==> src/pdc_pkg.sv <==
// Purpose: Shared constants and types for the duplex and collision-test control block
// Assumes: APB slave with 32-bit data, one register per aligned word
// Notes: Control word sits at offset 0, the status word at offset 4
`default_nettype none
package pdc_pkg;
    // Register byte offsets
    localparam logic [7:0] OFS_CTRL = 8'h00;
    localparam logic [7:0] OFS_STAT = 8'h04;
    // Field positions in the control word
    localparam int BIT_AN_EN = 12;
    localparam int BIT_DUPLEX = 8;
    localparam int BIT_COL_TEST = 7;
    localparam int RSV_HI = 6;
    // Field positions in the status word
    localparam int ST_FULL = 0;
    localparam int ST_COL = 1;
    // Reset values
    localparam logic RST_DUPLEX = 1'b1;
    localparam logic RST_COL_TEST = 1'b0;
    localparam logic RST_AN_EN = 1'b0;
    localparam logic [6:0] RST_RSV = 7'h00;

    // Whole state of the block
    typedef struct packed {
        logic an_en;
        logic duplex_sw;
        logic col_test;
        logic [31:0] prdata;
        logic pready;
        logic pslverr;
        logic full_duplex;
        logic collision;
    } pdc_state_t;
endpackage : pdc_pkg
`default_nettype wire

==> src/pdc_ctrl.sv <==
// Purpose: Duplex mode and collision-test control fields behind an APB slave
// Assumes: Negotiated duplex and transmit-active arrive synchronous to clock
// Notes: pready is registered, so every access phase holds exactly one wait state
// Function
// - Duplex is a read-write bit 8 that resets to 1, where 1 means full duplex and 0 half duplex.
// - A written duplex value takes effect only while auto-negotiation enable bit 12 is clear.
// - With auto-negotiation on, the duplex bit reports the negotiated duplex, not the written one.
// - Collision test is a read-write bit 7 that resets to 0, where 1 enables the test.
// - With collision test on in half duplex, collision is raised while a transmission is active.
// - Bits 6:0 are reserved, reset to zero, read as zero and have no function.
//
// The APB slave port and the placing of the registers were left to the implementer.
`default_nettype none
module pdc_ctrl (
    input wire logic clock,
    input wire logic arst_n,
    input wire logic psel,
    input wire logic penable,
    input wire logic pwrite,
    input wire logic [7:0] paddr,
    input wire logic [31:0] pwdata,
    output logic [31:0] prdata,
    output logic pready,
    output logic pslverr,
    input wire logic an_full_duplex,
    input wire logic tx_active,
    output logic full_duplex,
    output logic collision
);

    // Reset image of the whole state; the duplex in force starts as the written default
    localparam pdc_pkg::pdc_state_t RST_STATE = '{
        an_en: pdc_pkg::RST_AN_EN,
        duplex_sw: pdc_pkg::RST_DUPLEX,
        col_test: pdc_pkg::RST_COL_TEST,
        prdata: '0,
        pready: 1'b0,
        pslverr: 1'b0,
        full_duplex: pdc_pkg::RST_DUPLEX,
        collision: 1'b0
    };

    // Address decode of the control word
    function automatic logic hit_ctrl(input logic [7:0] addr);
        return addr == pdc_pkg::OFS_CTRL;
    endfunction : hit_ctrl

    // Address decode of the status word
    function automatic logic hit_stat(input logic [7:0] addr);
        return addr == pdc_pkg::OFS_STAT;
    endfunction : hit_stat

    // Duplex in force: negotiated while auto-negotiation runs, else the written one
    function automatic logic eff_duplex(
        input logic an_en,
        input logic sw,
        input logic an_fd
    );
        return an_en ? an_fd : sw;
    endfunction : eff_duplex

    // Read image of the control word; reserved bits always read as zero
    function automatic logic [31:0] ctrl_image(
        input pdc_pkg::pdc_state_t s,
        input logic an_fd
    );
        logic [31:0] w;
        w = '0;
        w[pdc_pkg::RSV_HI:0] = pdc_pkg::RST_RSV;
        w[pdc_pkg::BIT_AN_EN] = s.an_en;
        w[pdc_pkg::BIT_DUPLEX] = eff_duplex(s.an_en, s.duplex_sw, an_fd);
        w[pdc_pkg::BIT_COL_TEST] = s.col_test;
        return w;
    endfunction : ctrl_image

    // Read image of the status word
    function automatic logic [31:0] stat_image(input pdc_pkg::pdc_state_t s);
        logic [31:0] w;
        w = '0;
        w[pdc_pkg::ST_FULL] = s.full_duplex;
        w[pdc_pkg::ST_COL] = s.collision;
        return w;
    endfunction : stat_image

    // Registered state and its next value
    pdc_pkg::pdc_state_t state_ff;
    pdc_pkg::pdc_state_t nxt_state;

    // Bus phase decode and the duplex currently in force
    logic acc_phase;
    logic acc_done;
    logic hit_any;
    logic duplex_now;

    // First access cycle loads read data; the second, with pready high, completes
    assign acc_phase = psel && penable && !state_ff.pready;
    assign acc_done = psel && penable && state_ff.pready;
    assign hit_any = hit_ctrl(paddr) || hit_stat(paddr);
    assign duplex_now = eff_duplex(state_ff.an_en, state_ff.duplex_sw, an_full_duplex);

    // Next-state logic for bus answer, control fields and line outputs
    always_comb begin
        nxt_state = state_ff;
        // One wait state, then a single-cycle ready pulse
        nxt_state.pready = acc_phase;
        // Unmapped offsets answer with an error
        nxt_state.pslverr = acc_phase && !hit_any;
        // Read data is captured at the same edge that raises pready, so it stands at the sampling edge
        if (acc_phase && !pwrite) begin
            if (hit_ctrl(paddr)) begin
                nxt_state.prdata = ctrl_image(state_ff, an_full_duplex);
            end else if (hit_stat(paddr)) begin
                nxt_state.prdata = stat_image(state_ff);
            end else begin
                nxt_state.prdata = '0;
            end
        end
        // A write takes effect only at the edge where pready is seen high
        if (acc_done && pwrite && hit_ctrl(paddr)) begin
            nxt_state.an_en = pwdata[pdc_pkg::BIT_AN_EN];
            nxt_state.col_test = pwdata[pdc_pkg::BIT_COL_TEST];
            // Written duplex is kept only when auto-negotiation stays off
            if (!pwdata[pdc_pkg::BIT_AN_EN]) begin
                nxt_state.duplex_sw = pwdata[pdc_pkg::BIT_DUPLEX];
            end
        end
        // Reserved bits are never stored, so they carry no function
        nxt_state.full_duplex = duplex_now;
        // Forced collision only in half duplex while a packet goes out
        nxt_state.collision = state_ff.col_test && !duplex_now && tx_active;
    end

    // State register with asynchronous reset
    always_ff @(posedge clock or negedge arst_n) begin
        if (!arst_n) begin
            state_ff <= RST_STATE;
        end else begin
            state_ff <= nxt_state;
        end
    end

    // Outputs straight from the state register
    assign prdata = state_ff.prdata;
    assign pready = state_ff.pready;
    assign pslverr = state_ff.pslverr;
    assign full_duplex = state_ff.full_duplex;
    assign collision = state_ff.collision;

    // Duplex write lands when the written word leaves auto-negotiation off
    property p_dup_write;
        @(posedge clock) disable iff (!arst_n)
        (acc_done && pwrite && hit_ctrl(paddr) && !pwdata[pdc_pkg::BIT_AN_EN])
        |=> (state_ff.duplex_sw == $past(pwdata[pdc_pkg::BIT_DUPLEX]));
    endproperty : p_dup_write
    a_dup_write: assert property (p_dup_write)
        else $error("duplex write was not applied");

    // Duplex write is ignored while auto-negotiation is on
    property p_dup_keep;
        @(posedge clock) disable iff (!arst_n)
        (acc_done && pwrite && hit_ctrl(paddr) && pwdata[pdc_pkg::BIT_AN_EN])
        |=> $stable(state_ff.duplex_sw);
    endproperty : p_dup_keep
    a_dup_keep: assert property (p_dup_keep)
        else $error("duplex changed with auto-negotiation on");

    // With auto-negotiation on, duplex follows the negotiated result
    property p_full_neg;
        @(posedge clock) disable iff (!arst_n)
        state_ff.an_en |=> (full_duplex == $past(an_full_duplex));
    endproperty : p_full_neg
    a_full_neg: assert property (p_full_neg)
        else $error("duplex does not follow negotiation");

    // With auto-negotiation off, duplex follows the written value
    property p_full_sw;
        @(posedge clock) disable iff (!arst_n)
        !state_ff.an_en |=> (full_duplex == $past(state_ff.duplex_sw));
    endproperty : p_full_sw
    a_full_sw: assert property (p_full_sw)
        else $error("duplex does not follow written value");

    // Collision-test field takes the written bit
    property p_col_write;
        @(posedge clock) disable iff (!arst_n)
        (acc_done && pwrite && hit_ctrl(paddr))
        |=> (state_ff.col_test == $past(pwdata[pdc_pkg::BIT_COL_TEST]));
    endproperty : p_col_write
    a_col_write: assert property (p_col_write)
        else $error("collision-test write was not applied");

    // Test on, half duplex and transmitting raises collision
    property p_coll_on;
        @(posedge clock) disable iff (!arst_n)
        (state_ff.col_test && tx_active
            && !(state_ff.an_en ? an_full_duplex : state_ff.duplex_sw))
        |=> collision;
    endproperty : p_coll_on
    a_coll_on: assert property (p_coll_on)
        else $error("collision missing during test");

    // No test, no transmit or full duplex keeps collision low
    property p_coll_off;
        @(posedge clock) disable iff (!arst_n)
        (!state_ff.col_test || !tx_active
            || (state_ff.an_en ? an_full_duplex : state_ff.duplex_sw))
        |=> !collision;
    endproperty : p_coll_off
    a_coll_off: assert property (p_coll_off)
        else $error("collision raised outside test");

    // Reserved bits of the control word read as zero
    property p_rsv_zero;
        @(posedge clock) disable iff (!arst_n)
        (acc_done && !pwrite && hit_ctrl(paddr))
        |-> (state_ff.prdata[pdc_pkg::RSV_HI:0] == pdc_pkg::RST_RSV);
    endproperty : p_rsv_zero
    a_rsv_zero: assert property (p_rsv_zero)
        else $error("reserved bits read nonzero");

    // Main scenarios worth seeing
    c_an_write: cover property (@(posedge clock) disable iff (!arst_n)
        acc_done && pwrite && hit_ctrl(paddr) && pwdata[pdc_pkg::BIT_AN_EN]);
    c_coll_rise: cover property (@(posedge clock) disable iff (!arst_n)
        $rose(state_ff.collision));
    c_stat_read: cover property (@(posedge clock) disable iff (!arst_n)
        acc_done && !pwrite && hit_stat(paddr));
    c_bad_addr: cover property (@(posedge clock) disable iff (!arst_n)
        state_ff.pslverr);
endmodule : pdc_ctrl
`default_nettype wire

==> config.mk <==
export PLATFORM = sky130hd
export DESIGN_NAME = pdc_ctrl
export DESIGN_NICKNAME = d
export VERILOG_FILES = /design/src/pdc_pkg.sv /design/src/pdc_ctrl.sv
export SDC_FILE = /design/constraint.sdc
export NUM_CORES = 1
export LEC_CHECK = 0
export BUFFER_PORTS_ARGS = -buffer_cell sky130_fd_sc_hd__buf_2
export CELL_PAD_IN_SITES_DETAIL_PLACEMENT = 0
export CELL_PAD_IN_SITES_GLOBAL_PLACEMENT = 2
export CORE_MARGIN = 2
export CORE_UTILIZATION = 18
export DETAILED_ROUTE_END_ITERATION = 6
export PLACE_DENSITY_LB_ADDON = 0.15
export SYNTH_ARGS = -nofsm -noshare
export SYNTH_HDL_FRONTEND = slang
export SYNTH_SLANG_ARGS = --single-unit
export TNS_END_PERCENT = 20
==> constraint.sdc <==
create_clock -name clock -period 1.95 [get_ports clock]
set_clock_uncertainty 0.15 [all_clocks]
set_input_delay 0.195 -clock clock [delete_from_list [all_inputs] [get_ports clock]]
set_output_delay 0.195 -clock clock [all_outputs]
set_load 0.05 [all_outputs]
# Word-level counts from Yosys, hierarchy flattened
# Index checks and enable logic that the tools add are counted.
dict set report totals {
  register_bits 39
  output_inout_bits 36
  wordCells 29
}
dict set report op_classes {
  eq_ne 1
  mux 3
  bitwise_logic 1
  n_reduce_logical 16
}
# op count
set ops {}
lappend ops {{$mux W13} 1}
lappend ops {{$logic_and A1 B1 Y1} 9}
lappend ops {{$eq A8 B3 Y1 const B} 1}
lappend ops {{$logic_not A8 Y1} 1}
lappend ops {{$logic_not A1 Y1} 4}
lappend ops {{$mux W2} 1}
lappend ops {{$reduce_and A2 Y1} 1}
lappend ops {{$logic_or A1 B1 Y1} 1}
lappend ops {{$mux W1} 1}
lappend ops {{$not A1 Y1} 1}

# Logic depth before layout (Yosys ltp)
dict set report logic_depth {
  depth_word 5
  depth_mapped 3
  ltp_nobuf 3
}

# Worst setup path before layout
# OpenSTA, ideal clock, no wires.
dict set report synth_path {
  path_type {flip-flop to flip-flop}
  from {register state_ff (netlist bit pready)}
  to {register state_ff[37] (netlist bit)}
  setup_ps 85
  arrival_time_ps 1372
  required_ps 1715
  slack_ps 343
  stages_incl_launch_ff 4
  n_path_buf 0
  synth_period_minus_slack_ps 1607
  cell_sequence {dfrtp_1 > and4_1 > nand4b_1 > mux2_1}
}
dict set report synth_between {
  elab_chain_len 4
}
# item line
set synth_lines {}
lappend synth_lines {{from (decl)} pdc_ctrl.sv:86} ;# pdc_pkg::pdc_state_t state_ff;
lappend synth_lines {{from (signal assigned)} pdc_ctrl.sv:138} ;# state_ff <= nxt_state;
lappend synth_lines {{$logic_and A1 B1 Y1} pdc_ctrl.sv:97} ;# assign acc_done = psel && penable && state_ff.pready;
lappend synth_lines {{$logic_and A1 B1 Y1 (2 in series)} pdc_ctrl.sv:119} ;# if (acc_done && pwrite && hit_ctrl(paddr)) begin
lappend synth_lines {{$reduce_and A2 Y1 (no line)} n/a}
# No other way between the ends.
# A chain may end at the register's enable or synchronous reset.

# Final worst setup path
# Same ends and word-level chain as after synthesis.

==> impl_metrics.ini <==
[status]
status = complete, no violations

[worst_setup_path]
crit_path_top_delay_cell = dfrtp_1
setup.worst_path.start = pready
cp_slowest_stage_delay_ns = 0.41
path_max_fanout = 6
crit_type = flip-flop to flip-flop
worstRegToRegCells = 3
reg2reg_from = pready
rrSetupSlack_ns = 0.58
r2r_end = state_ff[37]
path_cells = and4_1 > nand4b_1 > mux2_1
crit_path_end_kind = flip-flop
path_buf_inv = 0
cp.arrival_ns = 1.39
cp_top_family = simple AND/OR/NAND/NOR gates
worst_ep_required_time_ns = 1.96
startpoint_type = flip-flop

[clock_network]
insertion_delay_ns = 0.24
h-tree-depth = 1
clk_root_buffer_cell = clkbuf_8
post_cts_buffers = 0
clock-sinks = 12
tritoncts = yes
hold_buffers = 1
clkTransAtPathRegs_ns = 0.05
numCtsBuffers = 3
cts_buffer_depth = 2
cts-resized-gates = 0

[floorplanning]
io_pins = 83
dieArea_um2 = 4850
fp.dieW_um = 69.7
initial_core_util_pct = 19.0
die_y_um = 69.7
coreArea_um2 = 4090
rows = 23

[placed_design]
gp_congestion = 0.734
place_area_um2 = 826
dp.cells = 148
portBuffers = 26
dp_slack_ns = 0.485
dp_hpwl_um = 1340

[final_layout]
antenna_cells = 0
stdcell_count = 152
fin_area_um2 = 877
area_growth_pct = 13.1
drive_gt1_share_pct = 36.3
post-route-util_pct = 21.5
nNetsFinal = 151

[synth]
synth-main-ff-cell = dfrtp_1
synthArstFlopShare_pct = 100
seq_area_frac_synth_pct = 39.0
syn_area_per_cell_um2 = 9.95
ys_types = 23
ys_ff_latch = 12
yosysWarnings = 0
synth_edf_count = 0
synthesis.area_um2 = 776
synthCells = 78

[drt]
drc = 0
routed_wl_um = 1550
ant_nets = 0
routedWlPerCell_um = 10.2
dr_total_vias = 513
drt_iter0_markers = 6
firstDrtPassIters = 4
vias_per_cell = 3.38

[job]
drv_cap = 0

[pwr]
p_clk_share_pct = 34.4
p_comb_share_pct = 25.8
power.switching_uw = 230
power_density_nw_per_um2 = 729
ir_worst_vdd_mv = 0.195
p_leak_uw = 0.000455
pwr-share-seq_pct = 39.8
swShare_pct = 36.1
p_int_uw = 408

[global_routing]
grt_usage_pct = 6.67
grt_pass1_vias = 520
grt_pass1_wl_um = 2520
gr-total-overflow = 0
antenna_found_initial = 0
grt_start_max_net_pins = 13

[worst_hold_path]
min_from = pwdata[8]
hold_class = primary input to flip-flop
hold_depth = 2
whs_endpoint = state_ff[37]

[sta]
max_freq_mhz = 728
timing.setup.tns_ns = 0
setup-violations-final = 0
post-route-min-period_ns = 1.37
timing.final.ws_setup_ns = 0.576
finalCritPeriodShare_pct = 70.4
finalHoldViolations = 0
drv_slew = 0
rsz0062_at_grt = false
synth_stat cells (2+ instances only):
cell     number  area share (%)
buf_4        32              31
o21ai_0       4             2.6
dfrtp_1      10              32
mux2_2        2             2.9
nand2_1      11             5.3
dfstp_2       2             6.8
cells by family (layout without fill, tap and decap cells):
group	Yosys count	after routing	synth area share (%)
AO/OA/AOI/OAI	6	6	4.52
flip-flops	12	12	39.0
multiplexers	4	4	5.64
other	1	27	0.483
buffers and inverters	33	31	31.5
AND/OR/NAND/NOR	22	22	18.9
cells in the final DEF, fill, tap and decap left out, drive strengths merged:
master	count
mux2i	1
dfstp	2
buf	26
nor2	1
nand4b	1
o31ai	1
nand2	11
nand3	2
and4bb	1
a211oi	1
o21ai	4
nor3	1
and3	1
inv	1
nor4	2
mux2	3
dfrtp	10
conb	27
nand4bb	1
and4	1
dlygate4sd3	1
clkbuf	3
worst register-to-register path, delay by kind of cell, from the launching register on:
kind             cells  cell delay (ns)
flip-flops           1             0.41
AND/OR/NAND/NOR      2             0.41
multiplexers         1             0.33
final cells by class:
class | instances | area, µm²
clock buffers | 3 | 41.3
inverters | 1 | 3.75
multi-input cells | 59 | 327
flip-flops and latches | 12 | 303
fillers | 473 | 3210
repair buffers | 27 | 140
well taps | 50 | 62.6
power by group through the flow:
stage / Clock, µW / Combinational, µW / Sequential [µW]
final: 220 / 165 / 254
after global routing: 239 / 173 / 254
after CTS: 229 / 165 / 254
after detailed placement: 0 / 163 / 258
after global placement: 0 / 163 / 258
after floorplan: 0 / 165 / 267
stage by stage:
stage	hold WS [ns]	total power [µW]
after global placement	-0.0583	421
after floorplan	-0.251	431
after CTS	0.0211	648
final	0.0203	639
after detailed placement	-0.0587	422
after global routing	0.0262	666
state kept, by name, summed over array words and instances, names as in the netlist:
name,flops
collision,1
full_duplex,1
prdata,5
pready,1
pslverr,1
state_ff,3
layer usage:
| metal | wire [µm] | up-vias | GRT usage [%] | part of all wire, % |
|---|---|---|---|---|
| met5 | 0 | - | 0 | 0 |
| li1 | - | 252 | - | - |
| met3 | 175 | 5 | 3.05 | 11 |
| met2 | 682 | 32 | 9.94 | 44 |
| met1 | 660 | 224 | 8.13 | 43 |
| met4 | 32 | 0 | 3.21 | 2.1 |
how the worst max path moves through the flow:
stage                    to  slack [ns]  cells past startpoint
5_1_grt        state_ff[37]        0.48                      3
6_report       state_ff[37]        0.58                      3
2_1_floorplan  state_ff[37]        0.34                      3
4_1_cts        state_ff[37]        0.55                      3
3_5_place_dp   state_ff[37]        0.48                      4
3_3_place_gp   state_ff[37]        0.50                      4
Power figures use the tool's default switching activity.
